$ cat src/srap_params.svh
/*
 * constants of the serial register-access port: field widths, bit counts, timing.
 * assumes a 100 MHz core clock and a host serial clock well below it.
 */
`ifndef SRAP_PARAMS_SVH
`define SRAP_PARAMS_SVH
// Operation
// RULE_01 - a low select opens a transfer and a high select ends it, whatever state it is in.
// RULE_02 - five instruction bits follow the select and are sampled on serial clock rises.
// RULE_03 - the top instruction bit set means read, clear means write.
// RULE_04 - eleven address bits follow the instruction and pick the register.
// RULE_05 - on a read the register byte is shifted out, changing on serial clock falls.
// RULE_06 - on a write the data bits after the address are stored into the register.
// RULE_07 - the data phase is one byte, most significant bit first like the other fields.
`define SRAP_INSTR_BITS 5
`define SRAP_ADDR_BITS 11
`define SRAP_DATA_BITS 8
`define SRAP_READ_VALUE 1'b1
`define SRAP_CLK_PERIOD_NS 10
`define SRAP_OUT_DISABLE_NS 50
`define SRAP_OUT_DISABLE_CYC (`SRAP_OUT_DISABLE_NS / `SRAP_CLK_PERIOD_NS)
`define SRAP_REG_RESET 8'h00
`define SRAP_REG_COUNT 16
`endif

$ cat src/srap_pkg.sv
/*
 * types of the serial register-access port.
 * assumes srap_params.svh is included by its users.
 */
package srap_pkg;
    typedef enum logic [3:0] {
        SRAP_IDLE = 4'h1,
        SRAP_INSTR = 4'h2,
        SRAP_ADDR = 4'h4,
        SRAP_DATA = 4'h8
    } srap_phase_e;
endpackage

$ cat src/srap_port.sv
/*
 * serial register-access port with a local register array.
 * a frame is select low, five instruction bits, eleven address bits, one data byte,
 * then select high; the top instruction bit picks read or write.
 * a finished write ignores further serial clocks until select goes high again.
 * assumes nothing else drives the serial output pin while its enable is low.
 * assumes the host keeps serial clock well below core_clk / 4 and holds select high
 * between transfers; select, serial clock and serial input are asynchronous pins.
 */
`timescale 1ns/10ps
`include "srap_params.svh"
module srap_port #(
    parameter int ADDR_BITS = `SRAP_ADDR_BITS,
    parameter int DATA_BITS = `SRAP_DATA_BITS,
    parameter int REG_COUNT = `SRAP_REG_COUNT
) (
    input wire logic core_clk,
    input wire logic rst_n,
    input wire logic chipSel_n,
    input wire logic serialClk,
    input wire logic serial_in_line,
    output logic serial_out_line,
    output logic serialOutEn_n,
    output logic [ADDR_BITS-1:0] lastAddr,
    output logic lastWasRead,
    output logic writeStrobe,
    output logic [DATA_BITS-1:0] writeData
);
    // counter wide enough for the longest field, the address
    localparam int CNT_W = 5;
    localparam int IDX_W = $clog2(REG_COUNT);
    localparam logic [CNT_W-1:0] INSTR_LAST = CNT_W'(`SRAP_INSTR_BITS - 1);
    localparam logic [CNT_W-1:0] ADDR_LAST = CNT_W'(ADDR_BITS - 1);
    localparam logic [CNT_W-1:0] DATA_LAST = CNT_W'(DATA_BITS - 1);

    // all sequencer state in one word, registered once per clock
    typedef struct packed {
        srap_pkg::srap_phase_e phase;
        logic clkPrev;
        logic [CNT_W-1:0] bitCnt;
        logic [`SRAP_INSTR_BITS-1:0] instr;
        logic [ADDR_BITS-1:0] addr;
        logic [DATA_BITS-1:0] shift;
        logic isRead;
        logic outBit;
        logic outEn_n;
        logic [ADDR_BITS-1:0] lastAddr;
        logic lastWasRead;
        logic wrStb;
        logic [DATA_BITS-1:0] wrData;
        logic done; // write byte taken, wait for select high
    } srap_port_s;

    // registered state, its next value and the register file
    srap_port_s state;
    srap_port_s next_state;
    logic [DATA_BITS-1:0] regs [REG_COUNT];
    logic [DATA_BITS-1:0] rdByte;
    // synchronised pins and the edges found on them
    logic selSync_n;
    logic clkSync;
    logic dinSync;
    logic clkRise;
    logic clkFall;
    logic [IDX_W-1:0] regIdx;

    // every pin passes two flops; edges are found on core_clk
    // select resets high, its idle level, so leaving reset is not taken as a start
    srap_sync #(
        .RESET_VAL(1'b1)
    ) selSyncInst (
        .core_clk(core_clk),
        .rst_n(rst_n),
        .asyncIn(chipSel_n),
        .syncOut(selSync_n)
    );
    // serial clock idles low, so the edge finder starts from low as well
    srap_sync #(
        .RESET_VAL(1'b0)
    ) clkSyncInst (
        .core_clk(core_clk),
        .rst_n(rst_n),
        .asyncIn(serialClk),
        .syncOut(clkSync)
    );
    // data shares the clock's two-flop delay, so both stay aligned at a rise
    srap_sync #(
        .RESET_VAL(1'b0)
    ) dinSyncInst (
        .core_clk(core_clk),
        .rst_n(rst_n),
        .asyncIn(serial_in_line),
        .syncOut(dinSync)
    );

    // serial clock edges; a pulse shorter than a core cycle is missed
    assign clkRise = clkSync & ~state.clkPrev;
    assign clkFall = ~clkSync & state.clkPrev;
    // addresses beyond the array alias modulo its size
    assign regIdx = state.addr[IDX_W-1:0];
    // byte picked by the address, loaded into the shifter on a read
    assign rdByte = regs[regIdx];

    // transfer sequencer: idle, instruction, address, data. each field but read data counts its own
    // rises from zero, so a frame cut anywhere just falls back to idle when select rises.
    // reads load the byte on the first fall after the address so the first bit stands
    // for a serial half period less the synchroniser delay before the host samples it.
    always_comb begin
        next_state = state;
        next_state.clkPrev = clkSync;
        next_state.wrStb = 1'b0;
        if (selSync_n) begin
            // select high ends any transfer, even a partial one [RULE_01]
            next_state.phase = srap_pkg::SRAP_IDLE;
            next_state.bitCnt = '0;
            next_state.outEn_n = 1'b1;
            // released output parks low so a stale bit never lingers
            next_state.outBit = 1'b0;
            next_state.done = 1'b0;
        end else begin
            unique case (state.phase)
                srap_pkg::SRAP_IDLE: begin
                    // a finished write waits here for select high; extra clocks are ignored
                    if (!state.done) begin
                        next_state.phase = srap_pkg::SRAP_INSTR; // low select starts [RULE_01]
                        next_state.bitCnt = '0;
                        next_state.isRead = 1'b0;
                    end
                end
                // instruction bits; the first one fixes the direction
                srap_pkg::SRAP_INSTR: begin
                    if (clkRise) begin
                        // msb first, sampled on rise [RULE_02] [RULE_07]
                        next_state.instr = {state.instr[`SRAP_INSTR_BITS-2:0], dinSync};
                        next_state.bitCnt = state.bitCnt + 1'b1;
                        if (state.bitCnt == '0) begin
                            next_state.isRead = (dinSync == `SRAP_READ_VALUE); // [RULE_03]
                        end
                        if (state.bitCnt == INSTR_LAST) begin
                            next_state.phase = srap_pkg::SRAP_ADDR;
                            next_state.bitCnt = '0;
                        end
                    end
                end
                // address bits; the full address is latched for the outputs
                srap_pkg::SRAP_ADDR: begin
                    if (clkRise) begin
                        next_state.addr = {state.addr[ADDR_BITS-2:0], dinSync}; // [RULE_04]
                        next_state.bitCnt = state.bitCnt + 1'b1;
                        if (state.bitCnt == ADDR_LAST) begin
                            next_state.phase = srap_pkg::SRAP_DATA;
                            next_state.bitCnt = '0;
                            next_state.lastAddr = {state.addr[ADDR_BITS-2:0], dinSync};
                            next_state.lastWasRead = state.isRead;
                        end
                    end
                end
                // data byte: shifted out on a read, shifted in on a write
                srap_pkg::SRAP_DATA: begin
                    if (state.isRead) begin
                        // load on the first fall after the address, then shift [RULE_05]
                        if (clkFall) begin
                            if (state.outEn_n) begin
                                next_state.shift = rdByte;
                                next_state.outBit = rdByte[DATA_BITS-1];
                                next_state.outEn_n = 1'b0;
                            end else begin
                                next_state.outBit = state.shift[DATA_BITS-2]; // [RULE_07]
                                next_state.shift = {state.shift[DATA_BITS-2:0], 1'b0};
                            end
                        end
                    end else if (clkRise) begin
                        // one byte, msb first, then committed [RULE_06] [RULE_07]
                        next_state.shift = {state.shift[DATA_BITS-2:0], dinSync};
                        next_state.bitCnt = state.bitCnt + 1'b1;
                        if (state.bitCnt == DATA_LAST) begin
                            // strobe for one cycle; the array takes the byte on the next edge
                            next_state.wrStb = 1'b1;
                            next_state.wrData = {state.shift[DATA_BITS-2:0], dinSync};
                            next_state.done = 1'b1;
                            next_state.phase = srap_pkg::SRAP_IDLE;
                            next_state.bitCnt = '0;
                        end
                    end
                end
                default: begin
                    next_state.phase = srap_pkg::SRAP_IDLE;
                end
            endcase
        end
    end

    // state word; reset leaves the port idle with the output released
    always_ff @(posedge core_clk or negedge rst_n) begin
        if (!rst_n) begin
            // constants only; the array resets in its own process
            state <= '0;
            state.phase <= srap_pkg::SRAP_IDLE;
            state.outEn_n <= 1'b1;
            state.clkPrev <= 1'b0;
        end else begin
            state <= next_state;
        end
    end

    // register array; written once per completed write byte [RULE_06]
    always_ff @(posedge core_clk or negedge rst_n) begin
        if (!rst_n) begin
            for (int i = 0; i < REG_COUNT; i++) begin
                regs[i] <= `SRAP_REG_RESET;
            end
        end else if (state.wrStb) begin
            regs[state.lastAddr[IDX_W-1:0]] <= state.wrData;
        end
    end

    // every output comes straight from a flop
    assign serial_out_line = state.outBit;
    assign serialOutEn_n = state.outEn_n;
    assign lastAddr = state.lastAddr;
    assign lastWasRead = state.lastWasRead;
    assign writeStrobe = state.wrStb;
    assign writeData = state.wrData;
endmodule

$ cat src/srap_sync.sv
/*
 * two-flop synchroniser for one asynchronous level.
 * both flops reset to RESET_VAL, the idle level of the pin, so no false edge follows reset.
 * assumes the input has no relation to core_clk.
 */
`timescale 1ns/10ps
module srap_sync #(
    parameter logic RESET_VAL = 1'b0
) (
    input wire logic core_clk,
    input wire logic rst_n,
    input wire logic asyncIn,
    output logic syncOut
);
    typedef struct packed {
        logic first;
        logic second;
    } srap_sync_s;
    srap_sync_s state;
    srap_sync_s next_state;

    // first stage feeds only the second
    always_comb begin
        next_state.first = asyncIn;
        next_state.second = state.first;
    end

    always_ff @(posedge core_clk or negedge rst_n) begin
        if (!rst_n) begin
            state <= '{first: RESET_VAL, second: RESET_VAL};
        end else begin
            state <= next_state;
        end
    end

    assign syncOut = state.second;
endmodule

$ cat config.mk
export PLATFORM = sky130hd
export DESIGN_NAME = srap_port
export DESIGN_NICKNAME = d
export VERILOG_FILES = /design/src/srap_pkg.sv /design/src/srap_port.sv /design/src/srap_sync.sv
export VERILOG_INCLUDE_DIRS = /design/src
export SDC_FILE = /design/constraint.sdc
export NUM_CORES = 1
export LEC_CHECK = 0
export ABC_AREA = 1
export BUFFER_PORTS_ARGS = -buffer_cell sky130_fd_sc_hd__buf_2
export CAP_MARGIN = 10
export CELL_PAD_IN_SITES_DETAIL_PLACEMENT = 0
export CELL_PAD_IN_SITES_GLOBAL_PLACEMENT = 1
export CORE_MARGIN = 1
export CORE_UTILIZATION = 42
export DETAILED_ROUTE_END_ITERATION = 8
export PLACE_DENSITY_LB_ADDON = 0.1
export RECOVER_POWER = 100
export SETUP_SLACK_MARGIN = 0.3
export SYNTH_ARGS = -nofsm -noshare
export SYNTH_HDL_FRONTEND = slang
export SYNTH_SLANG_ARGS = --single-unit
$ cat constraint.sdc
create_clock -name core_clk -period 1.5 [get_ports core_clk]
set_input_delay 0.3 -clock core_clk [delete_from_list [all_inputs] [get_ports core_clk]]
set_output_delay 0.3 -clock core_clk [all_outputs]
set_load 0.01 [all_outputs]
==> metrics.txt, run 1 <==
setup_tns=-2.88 ns; Avg WL per Cell=19.1 um; layout cells sized above 1=46.7%; Post-Synthesis Net Count=1,071; # setup viols final=95; CP max stage cell=dfrtp_2; Tot Pwr=11.8 mW; non-filler cells, final=1,486; CP Class=flip-flop to flip-flop; endpoint class of the critical path=flip-flop; CTS max path bufs=2; sequential cell area=0.00467 mm2; Pre-Repair DR Iteration Count=5; worst-margin pin slew=0.679 ns; # DRC=0; NumNets Final=1,211; Seq/Total Area, Yosys=54.1%; initial core utilization=42.7%; leading cell type in the layout, fill and taps excluded=dfrtp_1; Area Overhead vs Synth=51.3%; Yosys top cell area share=52.9%; grt ovf=0; placed instance area=0.00965 mm2; Place WS=-0.222 ns; clock sinks=186; CP Data Required Time=1.83 ns; most frequent cells in the layout=177 x dfrtp_1, 117 x nand2_2, 105 x o21ai_1; Yosys top cell by area=dfrtp_1; Rows=52; crit-path cells=buf_12 -> clkbuf_16 -> o211ai_1 -> nand3_1 -> nand3_2 -> nand3_1 -> nand2_1 -> nand2_1; diodes inserted=0; total wire length=28,300 um; Top Family by Delay on Critical Path=simple AND/OR/NAND/NOR gates; #FFs+latches synth=186; vias in the first global route=7,156; status=finished, violations left; DP HPWL=15,800 um; first-pass GRT wire length=40,000 um; TritonCTS clock tree=done; Die Wd=145 um; crit path max fanout=12; largest net degree at the start of global routing=47; top post-synthesis cells by area=dfrtp_1 53%, nand2_1 13%, o21ai_0 10%, nor2_1 4.6%, nand3_1 4.3%; Leak=5.60 nW; TritonCTS Buffers=17; DRT iter0 DRCs=475; Mapped Cells=1,063; die extent in y=145 um; Synthesis Warnings=0; reg2reg path depth=8; Final Hold Violating Endpoints=0; area occupied by multi-input gates=0.00500 mm2; Top Usage Layer GRT=met2; Clock Root Buffer=clkbuf_16; RSZ-0062 raised after global routing=yes; CTS H-tree lvls=4; antenna-violating nets left=0; failing checks=negative setup slack; max cap viols=0; Critical Path AT=1.94 ns; met3 Use GR=3.74%; crit path launch type=flip-flop; clock slew at reported path FFs=0.07 ns; Filler Cells Inserted=1,700; min Tclk post-route=1.61 ns; boundary pin count=28; Buf+Inv Stages, Crit Path=2; Post-Syn Area per Cell=8.10 um2; hold crit path type=input port to async pin; total track usage=24.6%; smallest hold slack=0.347 ns; Worst VDD drop=0.000801 V; DR vias/cell=5.27; Tcrit/Tclk final=107%; FMAX=0.621 GHz; final instance area=0.0130 mm2; max incr delay on CP=0.47 ns; Die Area=0.0211 mm2; DR vias=7,831; core area=0.0202 mm2; initial antenna violation count=0; Slew HR=54.8%; met2 Use GR=40.0%; met1 Use GR=34.7%; setup slack after layout=-0.110 ns; Final Core Density=64.6%; Netlist cell types=31; pwr/cell area=905 mW/mm2; Worst-Skew Late Latency=0.44 ns; r2r endpoint=state[26]$_DFFE_PN0P_; PortBufs=27; R2R Path Start=regIdx[0]$_DFFE_PN0P_; clk_skew=0.0138 ns; GPL Wtd Cong=0.822; Max Transition Viols Final=0; dpl cells=1,366; Synth Cell Area=0.00861 mm2; r2r setup slk=-0.11 ns
==> power by group <==
group          total (mW)  switching, mW  internal (mW)
Sequential           5.17         0.0817           5.09
Clock                4.55           2.19           2.36
Combinational        2.06           1.17          0.892
Total                11.8           3.44           8.34
==> flip-flops by register name, summed over array words and instances, names as in the netlist, 4 cells and up <==
name and flops:
regs 128, state 25, lastAddr 11, writeData 8, regIdx 4
==> area by class of cell <==
type                            count  area share, %
Timing Repair Buffer              189           16.2
Tap cell                          270           2.59
Clock buffer                       18           3.29
Multi-Input combinational cell    731           38.3
Sequential cell                   186           35.8
Clock inverter                     14           1.19
Inverter                           78           2.55
==> layer usage <==
metal  vias to the layer above  wire length (um)
met2                       148             14100
met4                         0               614
li1                       3726                 -
met5                         -                 0
met1                      3918             12700
met3                        39               940
==> how the worst max path moves through the flow <==
stage,start,end,slack (ns),depth (start not counted)
2_1_floorplan,state[50]$_DFFE_PN0P_,state[58]$_DFFE_PN0P_,0.05,12
3_3_place_gp,regIdx[0]$_DFFE_PN0P_,state[26]$_DFFE_PN0P_,-0.19,9
4_1_cts,state[55]$_DFFE_PN1P_,state[53]$_DFFE_PN0P_,-0.04,11
6_report,regIdx[0]$_DFFE_PN0P_,state[26]$_DFFE_PN0P_,-0.11,8
5_1_grt,regIdx[0]$_DFFE_PN0P_,state[31]$_DFFE_PN0P_,-0.17,8
3_5_place_dp,regIdx[0]$_DFFE_PN0P_,state[26]$_DFFE_PN0P_,-0.22,9
==> what timing repair did <==
action	4_1_cts	5_1_grt
buffers inserted	21	40
hold buffers	4	0
endpoints found under the setup margin	202	202
hold endpoints to repair	33	0
gates resized for setup	121	453
gates cloned	5	18
pin swaps	25	91
==> Yosys cell counts <==
| master | instances |
|---|---|
| nand3_1 | 74 |
| clkbuf_1 | 30 |
| inv_2 | 4 |
| nor3_4 | 1 |
| o21ai_1 | 19 |
| buf_1 | 1 |
| clkinv_1 | 2 |
| buf_4 | 21 |
| or2_2 | 2 |
| a21o_1 | 1 |
| a21boi_0 | 1 |
| nand3b_1 | 3 |
| nand4_1 | 1 |
| nor2_1 | 105 |
| dfstp_2 | 4 |
| buf_2 | 22 |
| nor3_2 | 3 |
| nand2_1 | 293 |
| nor2_2 | 4 |
| a21oi_1 | 10 |
| o21ai_0 | 180 |
| xor2_1 | 2 |
| o211ai_1 | 13 |
| inv_1 | 72 |
| nand2_2 | 3 |
| ha_1 | 3 |
| xnor2_1 | 1 |
| nor3_1 | 2 |
| dfrtp_1 | 182 |
| nand4_2 | 1 |
| nor2_4 | 3 |
==> cell families after synthesis <==
group	synth area share (%)
buffers and inverters	7.86
AND/OR/NAND/NOR	23.8
flip-flops	54.1
adder cells (fa/ha/maj)	0.436
AO/OA/AOI/OAI	13.5
XOR/XNOR	0.305
Power figures use the tool's default switching activity.
==> inputs of run 2 (changes only) <==
- SKIP_LAST_GASP: default -> 1
- clock period: 1.5 -> 1.9 ns (I/O delays scaled with it)
==> metrics.txt, run 2 (same netlist as run 1, synthesis figures left out) <==
pwr/cell area=911 mW/mm2 (+0.72%); endpoint class of the critical path=flip-flop; dpl cells=1,327 (-2.9%); Buf+Inv Stages, Crit Path=1 (-1); GPL Wtd Cong=0.814 (-0.86%); CP Class=flip-flop to flip-flop; Slew HR=57.1% (+2.4 points); DR vias/cell=5.02 (-4.8%); Tot Pwr=9.30 mW (-21%); min Tclk post-route=1.72 ns (+0.109 ns); vias in the first global route=6,662 (-6.9%); clock sinks=186 (unchanged); crit-path cells=nor3_2 -> nand2_1 -> clkbuf_1 -> nand2_1 -> o21ai_0; die extent in y=145 um (unchanged); Pre-Repair DR Iteration Count=5 (unchanged); # setup viols final=0 (-100%); PortBufs=27 (unchanged); TritonCTS clock tree=done; final instance area=0.0102 mm2 (-22%); Clock Root Buffer=clkbuf_16; most frequent cells in the layout=270 x nand2_1, 179 x dfrtp_1, 173 x o21ai_0; DR vias=6,921 (-12%); Max Transition Viols Final=0 (unchanged); internal power=6.88 mW (-17%); # DRC=0 (unchanged); RSZ-0062 raised after global routing=yes; switch share=26.0% (-3.3 points); Leak=4.52 nW (-19%); max FFs per register=128 (unchanged); grt ovf=0 (unchanged); crit path max fanout=12 (unchanged); Rows=52 (unchanged); non-filler cells, final=1,379 (-7.2%); layout cells sized above 1=16.0% (-31 points); Clk network pwr share=43.8% (+5.2 points); Die Wd=145 um (unchanged); switching power=2.42 mW (-30%); total track usage=23.3% (-1.3 points); leading cell type in the layout, fill and taps excluded=nand2_1; setup_tns=0 ns (+2.88 ns); placed instance area=0.00913 mm2 (-5.4%); initial core utilization=42.7% (unchanged); CP Data Required Time=2.18 ns (+0.35 ns); first-pass GRT wire length=37,700 um (-5.7%); Die Area=0.0211 mm2 (unchanged); CTS max path bufs=2 (unchanged); diodes inserted=0 (unchanged); Worst VDD drop=0.000596 V (-26%); Combinational Power Share=12.1% (-5.4 points); largest net degree at the start of global routing=48 (+2.1%); NumNets Final=1,104 (-8.8%); Top Family by Delay on Critical Path=simple AND/OR/NAND/NOR gates; crit path launch type=flip-flop; r2r setup slk=0.18 ns (+0.29 ns); Worst-Skew Late Latency=0.43 ns (about the same); hold crit path type=input port to flip-flop; clk_skew=0.0115 ns (-0.00230 ns); DP HPWL=15,400 um (-2.5%); core area=0.0202 mm2 (unchanged); boundary pin count=28 (unchanged); max cap viols=0 (unchanged); Final Hold Violating Endpoints=0 (unchanged); CTS H-tree lvls=4 (unchanged); CP dominant cell by count=nand2_1; FMAX=0.582 GHz (-6.4%); TritonCTS Buffers=17 (unchanged); max incr delay on CP=0.46 ns (about the same); worst-margin pin slew=0.643 ns (-0.0356 ns); Biggest register=regs; antenna-violating nets left=0 (unchanged); CP max stage cell=dfrtp_2; status=finished clean; DRT iter0 DRCs=506 (+6.5%); Avg WL per Cell=17.5 um (-8.4%); Area Overhead vs Synth=18.6%; initial antenna violation count=0 (unchanged); Critical Path AT=2.00 ns (+0.06 ns); total wire length=24,100 um (-15%); clock slew at reported path FFs=0.07 ns (about the same); Tcrit/Tclk final=90.5% (-17 points); register share of total power=44.1% (+0.2 points)
==> run 2: routing by layer <==
metal | vias to the layer above | routed length, um | track usage, % | share of wire (%)
met1 | 3307 | 11800 | 32.6 | 49
met2 | 111 | 11200 | 38.1 | 46
met5 | - | 0 | 0 | 0
li1 | 3476 | - | - | -
met3 | 27 | 793 | 3.46 | 3.3
met4 | 0 | 323 | 5.37 | 1.3
==> run 2: area by class of cell <==
| cell class | count | area [um2] |
|---|---|---|
| Tap cell | 270 | 338 |
| Inverter | 78 | 295 |
| Fill cell | 1988 | 9960 |
| Clock buffer | 17 | 425 |
| Sequential cell | 186 | 4660 |
| Clock inverter | 15 | 244 |
| Multi-Input combinational cell | 728 | 3580 |
| Timing Repair Buffer | 85 | 664 |
==> run 2: path summary, 6_finish.rpt <==
path	startpoint	end	cells past startpoint
max in group asynchronous	rst_n	state[31]$_DFFE_PN0P_	3
worst min-delay path	chipSel_n	selSyncInst.next_state[0]$_DFF_PN1_	1
worst max register to register	lastAddr[0]$_DFFE_PN0P_	regs[27]$_DFFE_PN0P_	5
worst min register to register	selSyncInst.next_state[0]$_DFF_PN1_	selSyncInst.syncOut$_DFF_PN1_	0
worst max-delay path	lastAddr[0]$_DFFE_PN0P_	regs[27]$_DFFE_PN0P_	5
min in group asynchronous	rst_n	regs[115]$_DFFE_PN0P_	2
==> run 2: power by group through the flow <==
stage / combinational (mW) / clock [mW] / sequential (mW)
2_1_floorplan: 0.635 / 0 / 4.14
3_3_place_gp: 1.01 / 0 / 4.15
3_5_place_dp: 1.00 / 0 / 4.15
4_1_cts: 1.03 / 4.14 / 4.07
5_1_grt: 1.26 / 4.31 / 4.11
6_report: 1.12 / 4.08 / 4.10
==> run 2: timing repair <==
| action | in CTS | in global routing |
|---|---|---|
| endpoints found under the hold margin | 36 | 0 |
| pin swaps | 2 | 26 |
| cloned | 0 | 5 |
| resized for setup | 11 | 112 |
| buffers inserted | 4 | 10 |
| endpoints found under the setup margin | 66 | 119 |
| hold buffers | 1 | 0 |
==> run 2: metrics by stage <==
| stage | utilization (%) | hold WS (ns) | worst slack (ns) |
|---|---|---|---|
| after CTS | 49.0 | 0.0215 | 0.223 |
| final | 50.6 | 0.0377 | 0.181 |
| after floorplan | - | 0.0844 | 0.428 |
| after global placement | 45.3 | 0.333 | 0.178 |
| after detailed placement | 45.3 | 0.347 | 0.189 |
| after global routing | 50.6 | 0.0167 | 0.0998 |
==> inputs of run 3 (changes only) <==
- CTS_BUF_LIST: default -> sky130_fd_sc_hd__clkbuf_8
==> metrics.txt, run 3 (same netlist as run 1, synthesis figures left out) <==
Worst Min Path Start=selSyncInst.next_state[0]$_DFF_PN1_; worst-margin pin slew=0.646 ns (+0.00281 ns); die extent in y=145 um (unchanged); CP dominant cell by count=nand3_1; Die Area=0.0211 mm2 (unchanged); most frequent cells in the layout=276 x nand2_1, 181 x dfrtp_1, 171 x o21ai_0; GPL Wtd Cong=0.814 (unchanged); Place WS=0.189 ns (unchanged); r2r setup slk=0.21 ns (+0.02 ns); core area=0.0202 mm2 (unchanged); Clock Root Buffer=clkbuf_8; Tot Pwr=8.50 mW (-8.6%); r2r endpoint=state[29]$_DFFE_PN0P_; status=finished clean; Area Overhead vs Synth=18.2%; CP max stage cell=dfrtp_1; Final Hold Violating Endpoints=0 (unchanged); grt ovf=0 (unchanged); clock slew at reported path FFs=0.10 ns (+0.03 ns); endpoint class of the critical path=flip-flop; antenna-violating nets left=0 (unchanged); Die Wd=145 um (unchanged); Critical Path AT=2.05 ns (+0.05 ns); max FFs per register=128 (unchanged); boundary pin count=28 (unchanged); sequential cell area=0.00466 mm2 (about the same); Avg WL per Cell=17.5 um (+0.16%); Worst-Skew Late Latency=0.47 ns (+0.04 ns); placed instance area=0.00913 mm2 (unchanged); largest net degree at the start of global routing=48 (unchanged); setup slack after layout=0.206 ns (+0.0247 ns); initial core utilization=42.7% (unchanged); final instance area=0.0102 mm2 (-0.33%); crit path max fanout=14 (+2); RSZ-0062 raised after global routing=yes; FMAX=0.590 GHz (+1.5%); crit-path cells=inv_4 -> bufbuf_16 -> o21ai_1 -> nand3_1 -> nand3_1 -> nand3_1 -> nand2_1 -> nand2_1; DR vias/cell=5.04 (+0.36%); Slew HR=56.9% (-0.19 points); # setup viols final=0 (unchanged); leading cell type in the layout, fill and taps excluded=nand2_1; first-pass GRT wire length=38,000 um (+0.79%); TritonCTS Buffers=17 (unchanged); Max Transition Viols Final=0 (unchanged); min Tclk post-route=1.69 ns (-0.0247 ns); DR vias=6,991 (+1.0%); CP Data Required Time=2.25 ns (+0.07 ns); R2R Path Start=regIdx[0]$_DFFE_PN0P_; CTS H-tree lvls=4 (unchanged); layout cells sized above 1=16.9% (+0.94 points); Biggest register=regs; total wire length=24,300 um (+0.81%); WHS Endpoint=selSyncInst.syncOut$_DFF_PN1_; Worst VDD drop=0.000442 V (-26%); PortBufs=27 (unchanged); Buf+Inv Stages, Crit Path=2 (+1); diodes inserted=0 (unchanged); # DRC=0 (unchanged); WHS Path Cells=0 (-1); CTS max path bufs=2 (unchanged); vias in the first global route=6,743 (+1.2%); initial antenna violation count=0 (unchanged); total track usage=23.4% (+0.15 points); Pre-Repair DR Iteration Count=5 (unchanged); max cap viols=0 (unchanged); max incr delay on CP=0.53 ns (+0.07 ns); TritonCTS clock tree=done; setup_tns=0 ns (unchanged); Filler Cells Inserted=1,996 (+0.40%); pwr/cell area=836 mW/mm2 (-8.3%); Tcrit/Tclk final=89.2% (-1.3 points); clock sinks=186 (unchanged); clk_skew=0.0157 ns (+0.00421 ns); area occupied by multi-input gates=0.00359 mm2 (+0.42%); hold crit path type=flip-flop to flip-flop; DP HPWL=15,400 um (unchanged); Top Family by Delay on Critical Path=flip-flops; Leak=4.53 nW (+0.18%); NumNets Final=1,113 (+0.82%); DRT iter0 DRCs=490 (-3.2%); crit path launch type=flip-flop; reg2reg path depth=8 (+3); CP Class=flip-flop to flip-flop; Rows=52 (unchanged)
[run 3: changes by cell type in the layout (fill, tap and decap cells not counted), moves of 5 or more]
cell,change
nor2_1,-5
nand3_2,+13
nand2_1,+6
clkbuf_2,-7
o21ai_2,-7
clkbuf_16,-17
o21ai_1,+9
nor2_2,+5
nand3_1,-13
buf_4,+13
nand2_2,-6
clkbuf_8,+17
[run 3: worst max-delay path by stage]
| stage | to | cells after the start | slack (ns) | start |
|---|---|---|---|---|
| finish | state[29]$_DFFE_PN0P_ | 8 | 0.21 | regIdx[0]$_DFFE_PN0P_ |
| global route | state[53]$_DFFE_PN0P_ | 9 | 0.11 | state[55]$_DFFE_PN1P_ |
| CTS | state[30]$_DFFE_PN0P_ | 8 | 0.24 | regIdx[0]$_DFFE_PN0P_ |
| detailed placement | regs[102]$_DFFE_PN0P_ | 4 | 0.19 | lastAddr[0]$_DFFE_PN0P_ |
| global placement | state[58]$_DFFE_PN0P_ | 12 | 0.18 | state[50]$_DFFE_PN0P_ |
| floorplan | state[58]$_DFFE_PN0P_ | 12 | 0.43 | state[50]$_DFFE_PN0P_ |
[run 3: layout make-up]
| type | instances | share of cell area, % |
|---|---|---|
| Sequential cell | 186 | 45.8 |
| Multi-Input combinational cell | 726 | 35.3 |
| Timing Repair Buffer | 96 | 7.96 |
| Tap cell | 270 | 3.32 |
| Inverter | 78 | 2.90 |
| Clock inverter | 15 | 2.40 |
| Clock buffer | 17 | 2.30 |
[run 3: report_power, final]
part | leakage [nW] | switching [mW] | internal (mW)
combinational | 1.71 | 0.774 | 0.462
clock | 0.245 | 1.47 | 1.71
sequential | 2.57 | 0.0762 | 4.01
[run 3: metrics by stage]
step	instances	util, %	hold slack, ns
final	1388	50.4	0.361
after global routing	1388	50.4	0.365
after CTS	1374	48.8	0.362
after detailed placement	1327	45.3	0.347
after global placement	1327	45.3	0.333
after floorplan	1063	-	0.0844
[run 3: per-layer routing]
metal	global-route usage, %	vias to the layer above	share of wire, %
li1	-	3492	-
met1	32.6	3372	48
met2	38.4	111	47
met3	3.58	16	3.7
met4	5.53	0	1.0
met5	0	-	0
[run 3: repair_timing]
item                                    in CTS  in global routing
endpoints found under the hold margin       39                  0
cloned                                       2                  3
gates resized for setup                     20                117
setup buffers                                9                 11
pin swaps                                    6                 47
hold buffers                                 4                  0
endpoints found under the setup margin      70                113
